**src/hw/ddff_consts.svh**
```systemverilog
// Constants for the dual edge-triggered storage block
`ifndef DDFF_CONSTS_SVH
`define DDFF_CONSTS_SVH

`define DDFF_NUM_ELEM 2
`define DDFF_Q_RST 1'h0
`define DDFF_QN_RST 1'h1
`define DDFF_CLK_PREV_RST 1'h1
`define DDFF_BOTH_RST 1'h0
`define DDFF_SETTLE_Q 1'h0

`endif

```
**src/hw/ddff_pkg.sv**
```systemverilog
// Types for the dual edge-triggered storage block
package ddff_pkg;

    typedef struct packed {
        logic data;
        logic elem_clk;
        logic async_set_n;
        logic async_clear_n;
    } ddff_in_t;

    typedef struct packed {
        logic q;
        logic q_n;
    } ddff_out_t;

    typedef enum logic [1:0] {
        DDFF_CTRL_RUN,
        DDFF_CTRL_SET,
        DDFF_CTRL_CLEAR,
        DDFF_CTRL_BOTH
    } ddff_ctrl_t;

endpackage

```
**src/hw/ddff_top.sv**
```systemverilog
// Dual edge-triggered storage elements with asynchronous-style set and clear
`timescale 1ns/1ps
`default_nettype none
`include "ddff_consts.svh"

module ddff_top (
    // Clock, reset, enable
    input wire logic clk,
    input wire logic rst_n,
    input wire logic clk_en,
    // Element pins
    input wire ddff_pkg::ddff_in_t [`DDFF_NUM_ELEM-1:0] elem_in,
    // Element outputs
    output wire ddff_pkg::ddff_out_t [`DDFF_NUM_ELEM-1:0] elem_out
);

    ////////////////////////////////////////////////////////////////////////////
    // Per-element storage
    ////////////////////////////////////////////////////////////////////////////

    genvar gi;

    generate
        for (gi = 0; gi < `DDFF_NUM_ELEM; gi = gi + 1) begin : g_elem

            ////////////////////////////////////////////////////////////////////
            // Local signals
            ////////////////////////////////////////////////////////////////////

            // Pins and decoded controls
            ddff_pkg::ddff_in_t pin;
            logic set_act;
            logic clear_act;
            ddff_pkg::ddff_ctrl_t ctrl;

            // Stored state
            logic clk_prev_q;
            logic both_q;
            logic q_q;
            logic q_n_q;

            // Per-cycle events
            logic run;
            logic rise;
            logic settle;
            logic load;

            ////////////////////////////////////////////////////////////////////
            // Pin decode
            ////////////////////////////////////////////////////////////////////

            // One element's pins, all synchronous levels
            assign pin = elem_in[gi];

            // Controls are active low on the pins
            assign set_act = ~pin.async_set_n;
            assign clear_act = ~pin.async_clear_n;

            always_comb begin
                case ({set_act, clear_act})
                    2'h3: begin
                        ctrl = ddff_pkg::DDFF_CTRL_BOTH;
                    end

                    2'h2: begin
                        ctrl = ddff_pkg::DDFF_CTRL_SET;
                    end

                    2'h1: begin
                        ctrl = ddff_pkg::DDFF_CTRL_CLEAR;
                    end

                    default: begin
                        ctrl = ddff_pkg::DDFF_CTRL_RUN;
                    end
                endcase
            end

            ////////////////////////////////////////////////////////////////////
            // Edge and settle detection
            ////////////////////////////////////////////////////////////////////

            assign run = (ctrl == ddff_pkg::DDFF_CTRL_RUN);

            // Element clock pin is sampled; an edge is low then high
            assign rise = pin.elem_clk & ~clk_prev_q;

            // Joint release from both asserted settles cleared;
            // a rising edge in that same cycle is lost
            assign settle = run & both_q;

            assign load = run & ~both_q & rise;

            ////////////////////////////////////////////////////////////////////
            // Edge history
            ////////////////////////////////////////////////////////////////////

            // Starts high so leaving reset with the pin high is no edge
            // Frozen with clk_en low, so a paused edge still counts
            always_ff @(posedge clk) begin
                if (!rst_n) begin
                    clk_prev_q <= `DDFF_CLK_PREV_RST;
                end else if (clk_en) begin
                    clk_prev_q <= pin.elem_clk;
                end
            end

            ////////////////////////////////////////////////////////////////////
            // Both-asserted memory
            ////////////////////////////////////////////////////////////////////

            // Remembers the unstable both-asserted condition
            // so that a joint release can be told apart
            always_ff @(posedge clk) begin
                if (!rst_n) begin
                    both_q <= `DDFF_BOTH_RST;
                end else if (clk_en) begin
                    both_q <= (ctrl == ddff_pkg::DDFF_CTRL_BOTH);
                end
            end

            ////////////////////////////////////////////////////////////////////
            // True output
            ////////////////////////////////////////////////////////////////////

            // Controls are sampled like any pin, so they act one clock
            // late; a pulse between two clock edges is not seen
            always_ff @(posedge clk) begin
                if (!rst_n) begin
                    q_q <= `DDFF_Q_RST;
                end else if (clk_en) begin
                    case (ctrl)
                        ddff_pkg::DDFF_CTRL_SET: begin
                            q_q <= 1'h1;
                        end

                        ddff_pkg::DDFF_CTRL_CLEAR: begin
                            q_q <= 1'h0;
                        end

                        ddff_pkg::DDFF_CTRL_BOTH: begin
                            q_q <= 1'h1;
                        end

                        ddff_pkg::DDFF_CTRL_RUN: begin
                            // Settle first, then a clock edge, else hold
                            if (settle) begin
                                q_q <= `DDFF_SETTLE_Q;
                            end else if (load) begin
                                q_q <= pin.data;
                            end else begin
                                q_q <= q_q;
                            end
                        end

                        // Unreachable: every control state is decoded
                        default: begin
                            q_q <= q_q;
                        end
                    endcase
                end
            end

            ////////////////////////////////////////////////////////////////////
            // Complementary output
            ////////////////////////////////////////////////////////////////////

            always_ff @(posedge clk) begin
                if (!rst_n) begin
                    q_n_q <= `DDFF_QN_RST;
                end else if (clk_en) begin
                    case (ctrl)
                        ddff_pkg::DDFF_CTRL_SET: begin
                            q_n_q <= 1'h0;
                        end

                        ddff_pkg::DDFF_CTRL_CLEAR: begin
                            q_n_q <= 1'h1;
                        end

                        ddff_pkg::DDFF_CTRL_BOTH: begin
                            q_n_q <= 1'h1;
                        end

                        ddff_pkg::DDFF_CTRL_RUN: begin
                            // Settle first, then a clock edge, else hold
                            if (settle) begin
                                q_n_q <= ~`DDFF_SETTLE_Q;
                            end else if (load) begin
                                q_n_q <= ~pin.data;
                            end else begin
                                q_n_q <= q_n_q;
                            end
                        end

                        // Unreachable: every control state is decoded
                        default: begin
                            q_n_q <= q_n_q;
                        end
                    endcase
                end
            end

            ////////////////////////////////////////////////////////////////////
            // Outputs
            ////////////////////////////////////////////////////////////////////

            assign elem_out[gi].q = q_q;
            assign elem_out[gi].q_n = q_n_q;

        end
    endgenerate

endmodule

`default_nettype wire

```
**config.mk**
```make
export PLATFORM = sky130hd
export DESIGN_NAME = ddff_top
export DESIGN_NICKNAME = d
export VERILOG_FILES = /design/src/hw/ddff_pkg.sv /design/src/hw/ddff_top.sv
export VERILOG_INCLUDE_DIRS = /design/src /design/src/hw
export SDC_FILE = /design/constraint.sdc
export NUM_CORES = 1
export LEC_CHECK = 0
export BUFFER_PORTS_ARGS = -buffer_cell sky130_fd_sc_hd__buf_2
export CORE_MARGIN = 3
export CORE_UTILIZATION = 25
export CTS_CLUSTER_SIZE = 10
export DETAILED_ROUTE_END_ITERATION = 12
export GPL_ROUTABILITY_DRIVEN = 0
export PLACE_DENSITY_LB_ADDON = 0.1
export RECOVER_POWER = 25
export SYNTH_ARGS = -nofsm -noshare
export SYNTH_HDL_FRONTEND = slang
export SYNTH_SLANG_ARGS = --single-unit
```
**constraint.sdc**
```tcl
create_clock -name clk -period 1.15 [get_ports clk]
set_clock_uncertainty 0.05 [all_clocks]
set_input_delay 0.0575 -clock clk [delete_from_list [all_inputs] [get_ports clk]]
set_output_delay 0.0575 -clock clk [all_outputs]
set_load 0.02 [all_outputs]
```
==> impl_metrics.env, run 1 <==
export IMPL_first_pass_iters=2
export IMPL_finalSetupTns_ps=0
export IMPL_detail_route_antenna_nets=0
export IMPL_diodes=0
export IMPL_drt_initial_drc_count=6
export IMPL_hold_viol=0
export IMPL_cts_root_buffer="clkbuf_4"
export IMPL_num_io_pins=15
export IMPL_arrival_ps=1100
export IMPL_wl_um=816
export IMPL_hpwlAfterDp_um=650
export IMPL_fp_row_count=15
export IMPL_worstHoldStart="elem_in[6]"
export IMPL_worst_ep_required_time_ps=1240
export IMPL_routedWlPerCell_um=9.83
export IMPL_grt_pass1_wl_um=1370
export IMPL_hold_path_cell_count=3
export IMPL_setup_slack_ps=133
export IMPL_synth_seq_cells=8
export IMPL_slew_headroom_pct=87.3
export IMPL_min_period_ps=1020
export IMPL_syn_to_final_growth_pct=16.4
export IMPL_holdBufCountCts=0
export IMPL_start_util_pct=27.3
export IMPL_cts_htree_levels=1
export IMPL_drive_gt1_share_pct=41.4
export IMPL_core_um2=1760
export IMPL_worst_pin_slew_ps=191
export IMPL_reg2reg_depth=3
export IMPL_cp_slowest_stage_delay_ps=310
export IMPL_worstSetupStartpointType="flop"
export IMPL_cts_buffers=3
export IMPL_overflow=0
export IMPL_place_ws_ps=146
export IMPL_peakVddDrop_mv=0.479
export IMPL_avgSynthCellArea_um2=10.2
export IMPL_reg2reg_from="g_elem[0].clk_prev_q"
export IMPL_hold_path_class="input port to flop"
export IMPL_layout_nets=71
export IMPL_hold_end="g_elem[1].clk_prev_q"
export IMPL_power_density_nw_per_um2=1140
export IMPL_clkSlewWorstSetupHoldPaths_ps=50
export IMPL_post_cts_buffers=0
export IMPL_die_x_um=49.9
export IMPL_netlist_area_um2=482
export IMPL_hold_slack_ps=22.8
export IMPL_fmaxAchievable_mhz=984
export IMPL_antenna_found_initial=0
export IMPL_power_leakage_uw=0.000245
export IMPL_place_port_buffers=14
export IMPL_grt_pass1_vias=301
export IMPL_via_per_inst=3.99
export IMPL_cts_sinks=8
export IMPL_drv_cap=0
export IMPL_yosysWarnings=0
export IMPL_seq_area_um2=160
export IMPL_rsz0062_at_grt="false"
export IMPL_drcViolationCount=0
export IMPL_ys_seq_area_share_pct=33.2
export IMPL_grt_util_all_layers_pct=7.58
export IMPL_num_vias=331
export IMPL_cp_slowest_cell="dfxtp_1"
export IMPL_grt_max_degree=11
export IMPL_crit_type="flop to flop"
export IMPL_die_area_um2=2490
export IMPL_path_cells="nand2b_4 -> o21a_1 -> o221a_1"
export IMPL_cts_resized=0
export IMPL_period_share_pct=88.4
export IMPL_cts_tree="yes"
export IMPL_dieHeight_um=49.9
export IMPL_syn_inst=47
export IMPL_endpoint_kind="flop"
export IMPL_setup_viol=0
export IMPL_crit_fanout=2
export IMPL_worst_r2r_setup_slack_ps=130
export IMPL_clk_latency_ps=250
export IMPL_ys_types=16
export IMPL_synth_nets=58
export IMPL_final_max_slew_violation_count=0
export IMPL_clockBufferDepth=2
export IMPL_n_fill_cell=201
export IMPL_outcome="completed"
export IMPL_reg2reg_to="g_elem[0].q_q"
export IMPL_multi_input_area_um2=270
[where the power goes]
part / internal, µW / switching, µW / leakage, µW
logic: 62.4 / 66.2 / 0.000165
registers: 295 / 9.03 / 0.0000660
clock network: 119 / 88.8 / 0.0000138
total: 476 / 164 / 0.000245
[synthesized netlist by cell type (all sizes together)]
cell type	instances	area, µm²
clkbuf	1	3.75
a21oi	4	20.0
nor3b	2	15.0
o21a	2	15.0
buf	5	41.3
nor2b	6	52.6
a31oi	2	42.5
nand2	6	22.5
nand2b	4	40.0
dfxtp	8	160
o221a	2	22.5
mux2i	4	40.0
inv	1	6.26
[worst max path at each step]
stage	from	endpoint	slack, ps	cells after the start
global route	g_elem[0].clk_prev_q	g_elem[0].q_q	100	3
finish	g_elem[0].clk_prev_q	g_elem[0].q_q	130	3
floorplan	g_elem[0].clk_prev_q	g_elem[0].q_q	180	3
CTS	g_elem[0].clk_prev_q	g_elem[0].q_q	130	3
global placement	g_elem[0].clk_prev_q	g_elem[0].q_q	140	3
detailed placement	g_elem[0].clk_prev_q	g_elem[0].q_q	150	3
[cells by family (layout without fill, tap and decap cells)]
logic type | count (synthesis) | count (layout) | synth area share, %
flops | 8 | 8 | 33.2
buf+inv | 7 | 18 | 10.6
simple gates | 18 | 18 | 27.0
mux | 4 | 4 | 8.31
compound gates | 10 | 10 | 20.8
[through the flow]
step	total power (µW)	instances	utilization (%)	cell area, µm²
2_1_floorplan	411	47	-	482
3_3_place_gp	441	80	30.5	538
3_5_place_dp	440	80	30.5	538
4_1_cts	656	83	31.8	561
5_1_grt	693	83	31.8	561
6_report	640	83	31.8	561
[area by class of cell]
class	instances	share of cell area (%)
clock buffer	3	4.02
inverter	1	1.12
multi-input combinational	32	48.2
sequential	8	28.6
tap	25	5.58
timing repair buffer	14	12.5
[placed cells by master (no fill, tap or decap)]
master,netlist,layout
buf_2,0,14
dfxtp_1,8,8
nand2_1,6,6
mux2i_1,4,4
a21oi_1,4,4
nor2b_1,4,4
clkbuf_4,0,3
nor3b_1,2,2
nand2b_4,2,2
nor2b_4,2,2
o21a_1,2,2
a31oi_4,2,2
o221a_1,2,2
nand2b_1,2,2
inv_4,1,1
[metal layers]
metal | part of all wire (%) | global-route usage, % | vias to the layer above
li1 | - | - | 180
met1 | 52 | 10.8 | 139
met2 | 41 | 8.15 | 10
met3 | 6.3 | 4.53 | 2
met4 | 1.1 | 4.15 | 0
met5 | 0 | 0 | -
[flip-flops by register name (all words and copies together) (netlist names)]
| name | flops |
|---|---|
| g_elem.q_q | 2 |
| g_elem.both_q | 2 |
| g_elem.clk_prev_q | 2 |
| g_elem.q_n_q | 2 |
[worst max-delay path: cells and delay by family, from the launching register on]
| family | cells | cell delay, ps |
|---|---|---|
| AO/OA/AOI/OAI | 2 | 410 |
| flip-flops | 1 | 310 |
| AND/OR/NAND/NOR | 1 | 150 |
Note: power is estimated with default switching activity, not from simulation.
==> inputs of run 2 (changes only) <==
CORE_AREA = 3 3 40 42   (was default)
CORE_MARGIN = default   (was 3)
CORE_UTILIZATION = default   (was 25)
DIE_AREA = 0 0 43 45   (was default)
==> impl_metrics.env, run 2 (synthesis results as in run 1) <==
export IMPL_worst_ep_required_time_ps=1240
export IMPL_die_area_um2=1940
export IMPL_fp_row_count=13
export IMPL_final_max_slew_violation_count=0
export IMPL_routedWlPerCell_um=11.1
export IMPL_power_density_nw_per_um2=1170
export IMPL_fmaxAchievable_mhz=987
export IMPL_layout_common_cells="buf_2, dfxtp_1, nand2_1"
export IMPL_via_per_inst=4.60
export IMPL_holdBufCountCts=0
export IMPL_detail_route_antenna_nets=0
export IMPL_endpoint_kind="flop"
export IMPL_place_port_buffers=14
export IMPL_rsz0062_at_grt="false"
export IMPL_dieHeight_um=45
export IMPL_power_internal_uw=476
export IMPL_arrival_ps=1100
export IMPL_clockBufferDepth=2
export IMPL_hold_path_class="input port to flop"
export IMPL_drcViolationCount=0
export IMPL_cts_root_buffer="clkbuf_4"
export IMPL_cts_resized=0
export IMPL_first_pass_iters=4
export IMPL_clkSlewWorstSetupHoldPaths_ps=50
export IMPL_diodes=0
export IMPL_core_um2=1280
export IMPL_post_cts_buffers=0
export IMPL_wl_um=807
export IMPL_syn_to_final_growth_pct=13.8
export IMPL_antenna_found_initial=0
export IMPL_placedCellCount=70
export IMPL_worst_pin_slew_ps=172
export IMPL_overflow=0
export IMPL_crit_type="flop to flop"
export IMPL_hold_slack_ps=4.89
export IMPL_hold_viol=0
export IMPL_drive_gt1_share_pct=41.4
export IMPL_combPwrFrac_pct=20.0
export IMPL_cts_tree="yes"
export IMPL_crit_fanout=2
export IMPL_setup_viol=0
export IMPL_drv_cap=0
export IMPL_power_leakage_uw=0.000245
export IMPL_peakVddDrop_mv=0.725
export IMPL_cts_buffers=3
export IMPL_clkPwrFrac_pct=32.5
export IMPL_fin_util_pct=42.6
export IMPL_p_seq_share_pct=47.5
export IMPL_final_common_cell="buf_2"
export IMPL_cts_htree_levels=1
export IMPL_grt_pass1_vias=352
export IMPL_layout_nets=71
export IMPL_drt_initial_drc_count=4
export IMPL_worstSetupStartpointType="flop"
export IMPL_instances_no_fill=73
export IMPL_switching_share_pct=25.8
export IMPL_min_period_ps=1010
export IMPL_p_switching_uw=165
export IMPL_slew_headroom_pct=88.5
export IMPL_num_vias=336
export IMPL_grt_max_degree=11
export IMPL_period_share_pct=88.1
export IMPL_start_util_pct=37.5
export IMPL_num_io_pins=15
export IMPL_total_power_uw=641
export IMPL_clk_latency_ps=250
export IMPL_cts_sinks=8
export IMPL_finalSetupTns_ps=0
export IMPL_grt_util_all_layers_pct=10.4
export IMPL_outcome="completed"
export IMPL_die_x_um=43
export IMPL_grt_pass1_wl_um=1460
## run 2: cell counts in the layout (fill, tap and decap cells not counted)
No cell type changed its count.
## run 2: layout make-up
class | count | area [µm²]
Clock buffer | 3 | 22.5
Tap cell | 15 | 18.8
Timing Repair Buffer | 14 | 70.1
Fill cell | 139 | 737
Sequential cell | 8 | 160
Multi-Input combinational cell | 32 | 270
Inverter | 1 | 6.26
## run 2: metal layers
metal | vias to the layer above | track usage, % | wire length (µm)
met5 | - | 0 | 0
met4 | 0 | 1.81 | 0
met3 | 0 | 6.37 | 73
li1 | 178 | - | -
met2 | 14 | 17.4 | 373
met1 | 144 | 11.4 | 361
## run 2: worst max-delay path: stages, from the launching register on
cell	delay (ps)
dfxtp_1	300
nand2b_4	150
o21a_1	170
o221a_1	230
## run 2: final timing paths
| check | start | endpoint | slack (ps) | depth (start not counted) |
|---|---|---|---|---|
| max reg2reg | g_elem[0].clk_prev_q | g_elem[0].q_q | 140 | 3 |
| max | g_elem[0].clk_prev_q | g_elem[0].q_q | 140 | 3 |
| min | rst_n | g_elem[0].clk_prev_q | 5 | 2 |
| min reg2reg | g_elem[0].clk_prev_q | g_elem[0].clk_prev_q | 420 | 2 |
## run 2: power by group through the flow
stage	registers [µW]	logic [µW]	clock network, µW
finish	304	128	209
global route	306	141	236
CTS	304	130	220
detailed placement	310	130	0
global placement	310	130	0
floorplan	308	103	0
## run 2: through the flow
| step | instance area [µm²] | worst slack [ps] |
|---|---|---|
| finish | 548 | 137 |
| global placement | 526 | 129 |
| detailed placement | 526 | 146 |
| global route | 548 | 91.0 |
| CTS | 548 | 133 |
| floorplan | 482 | 178 |
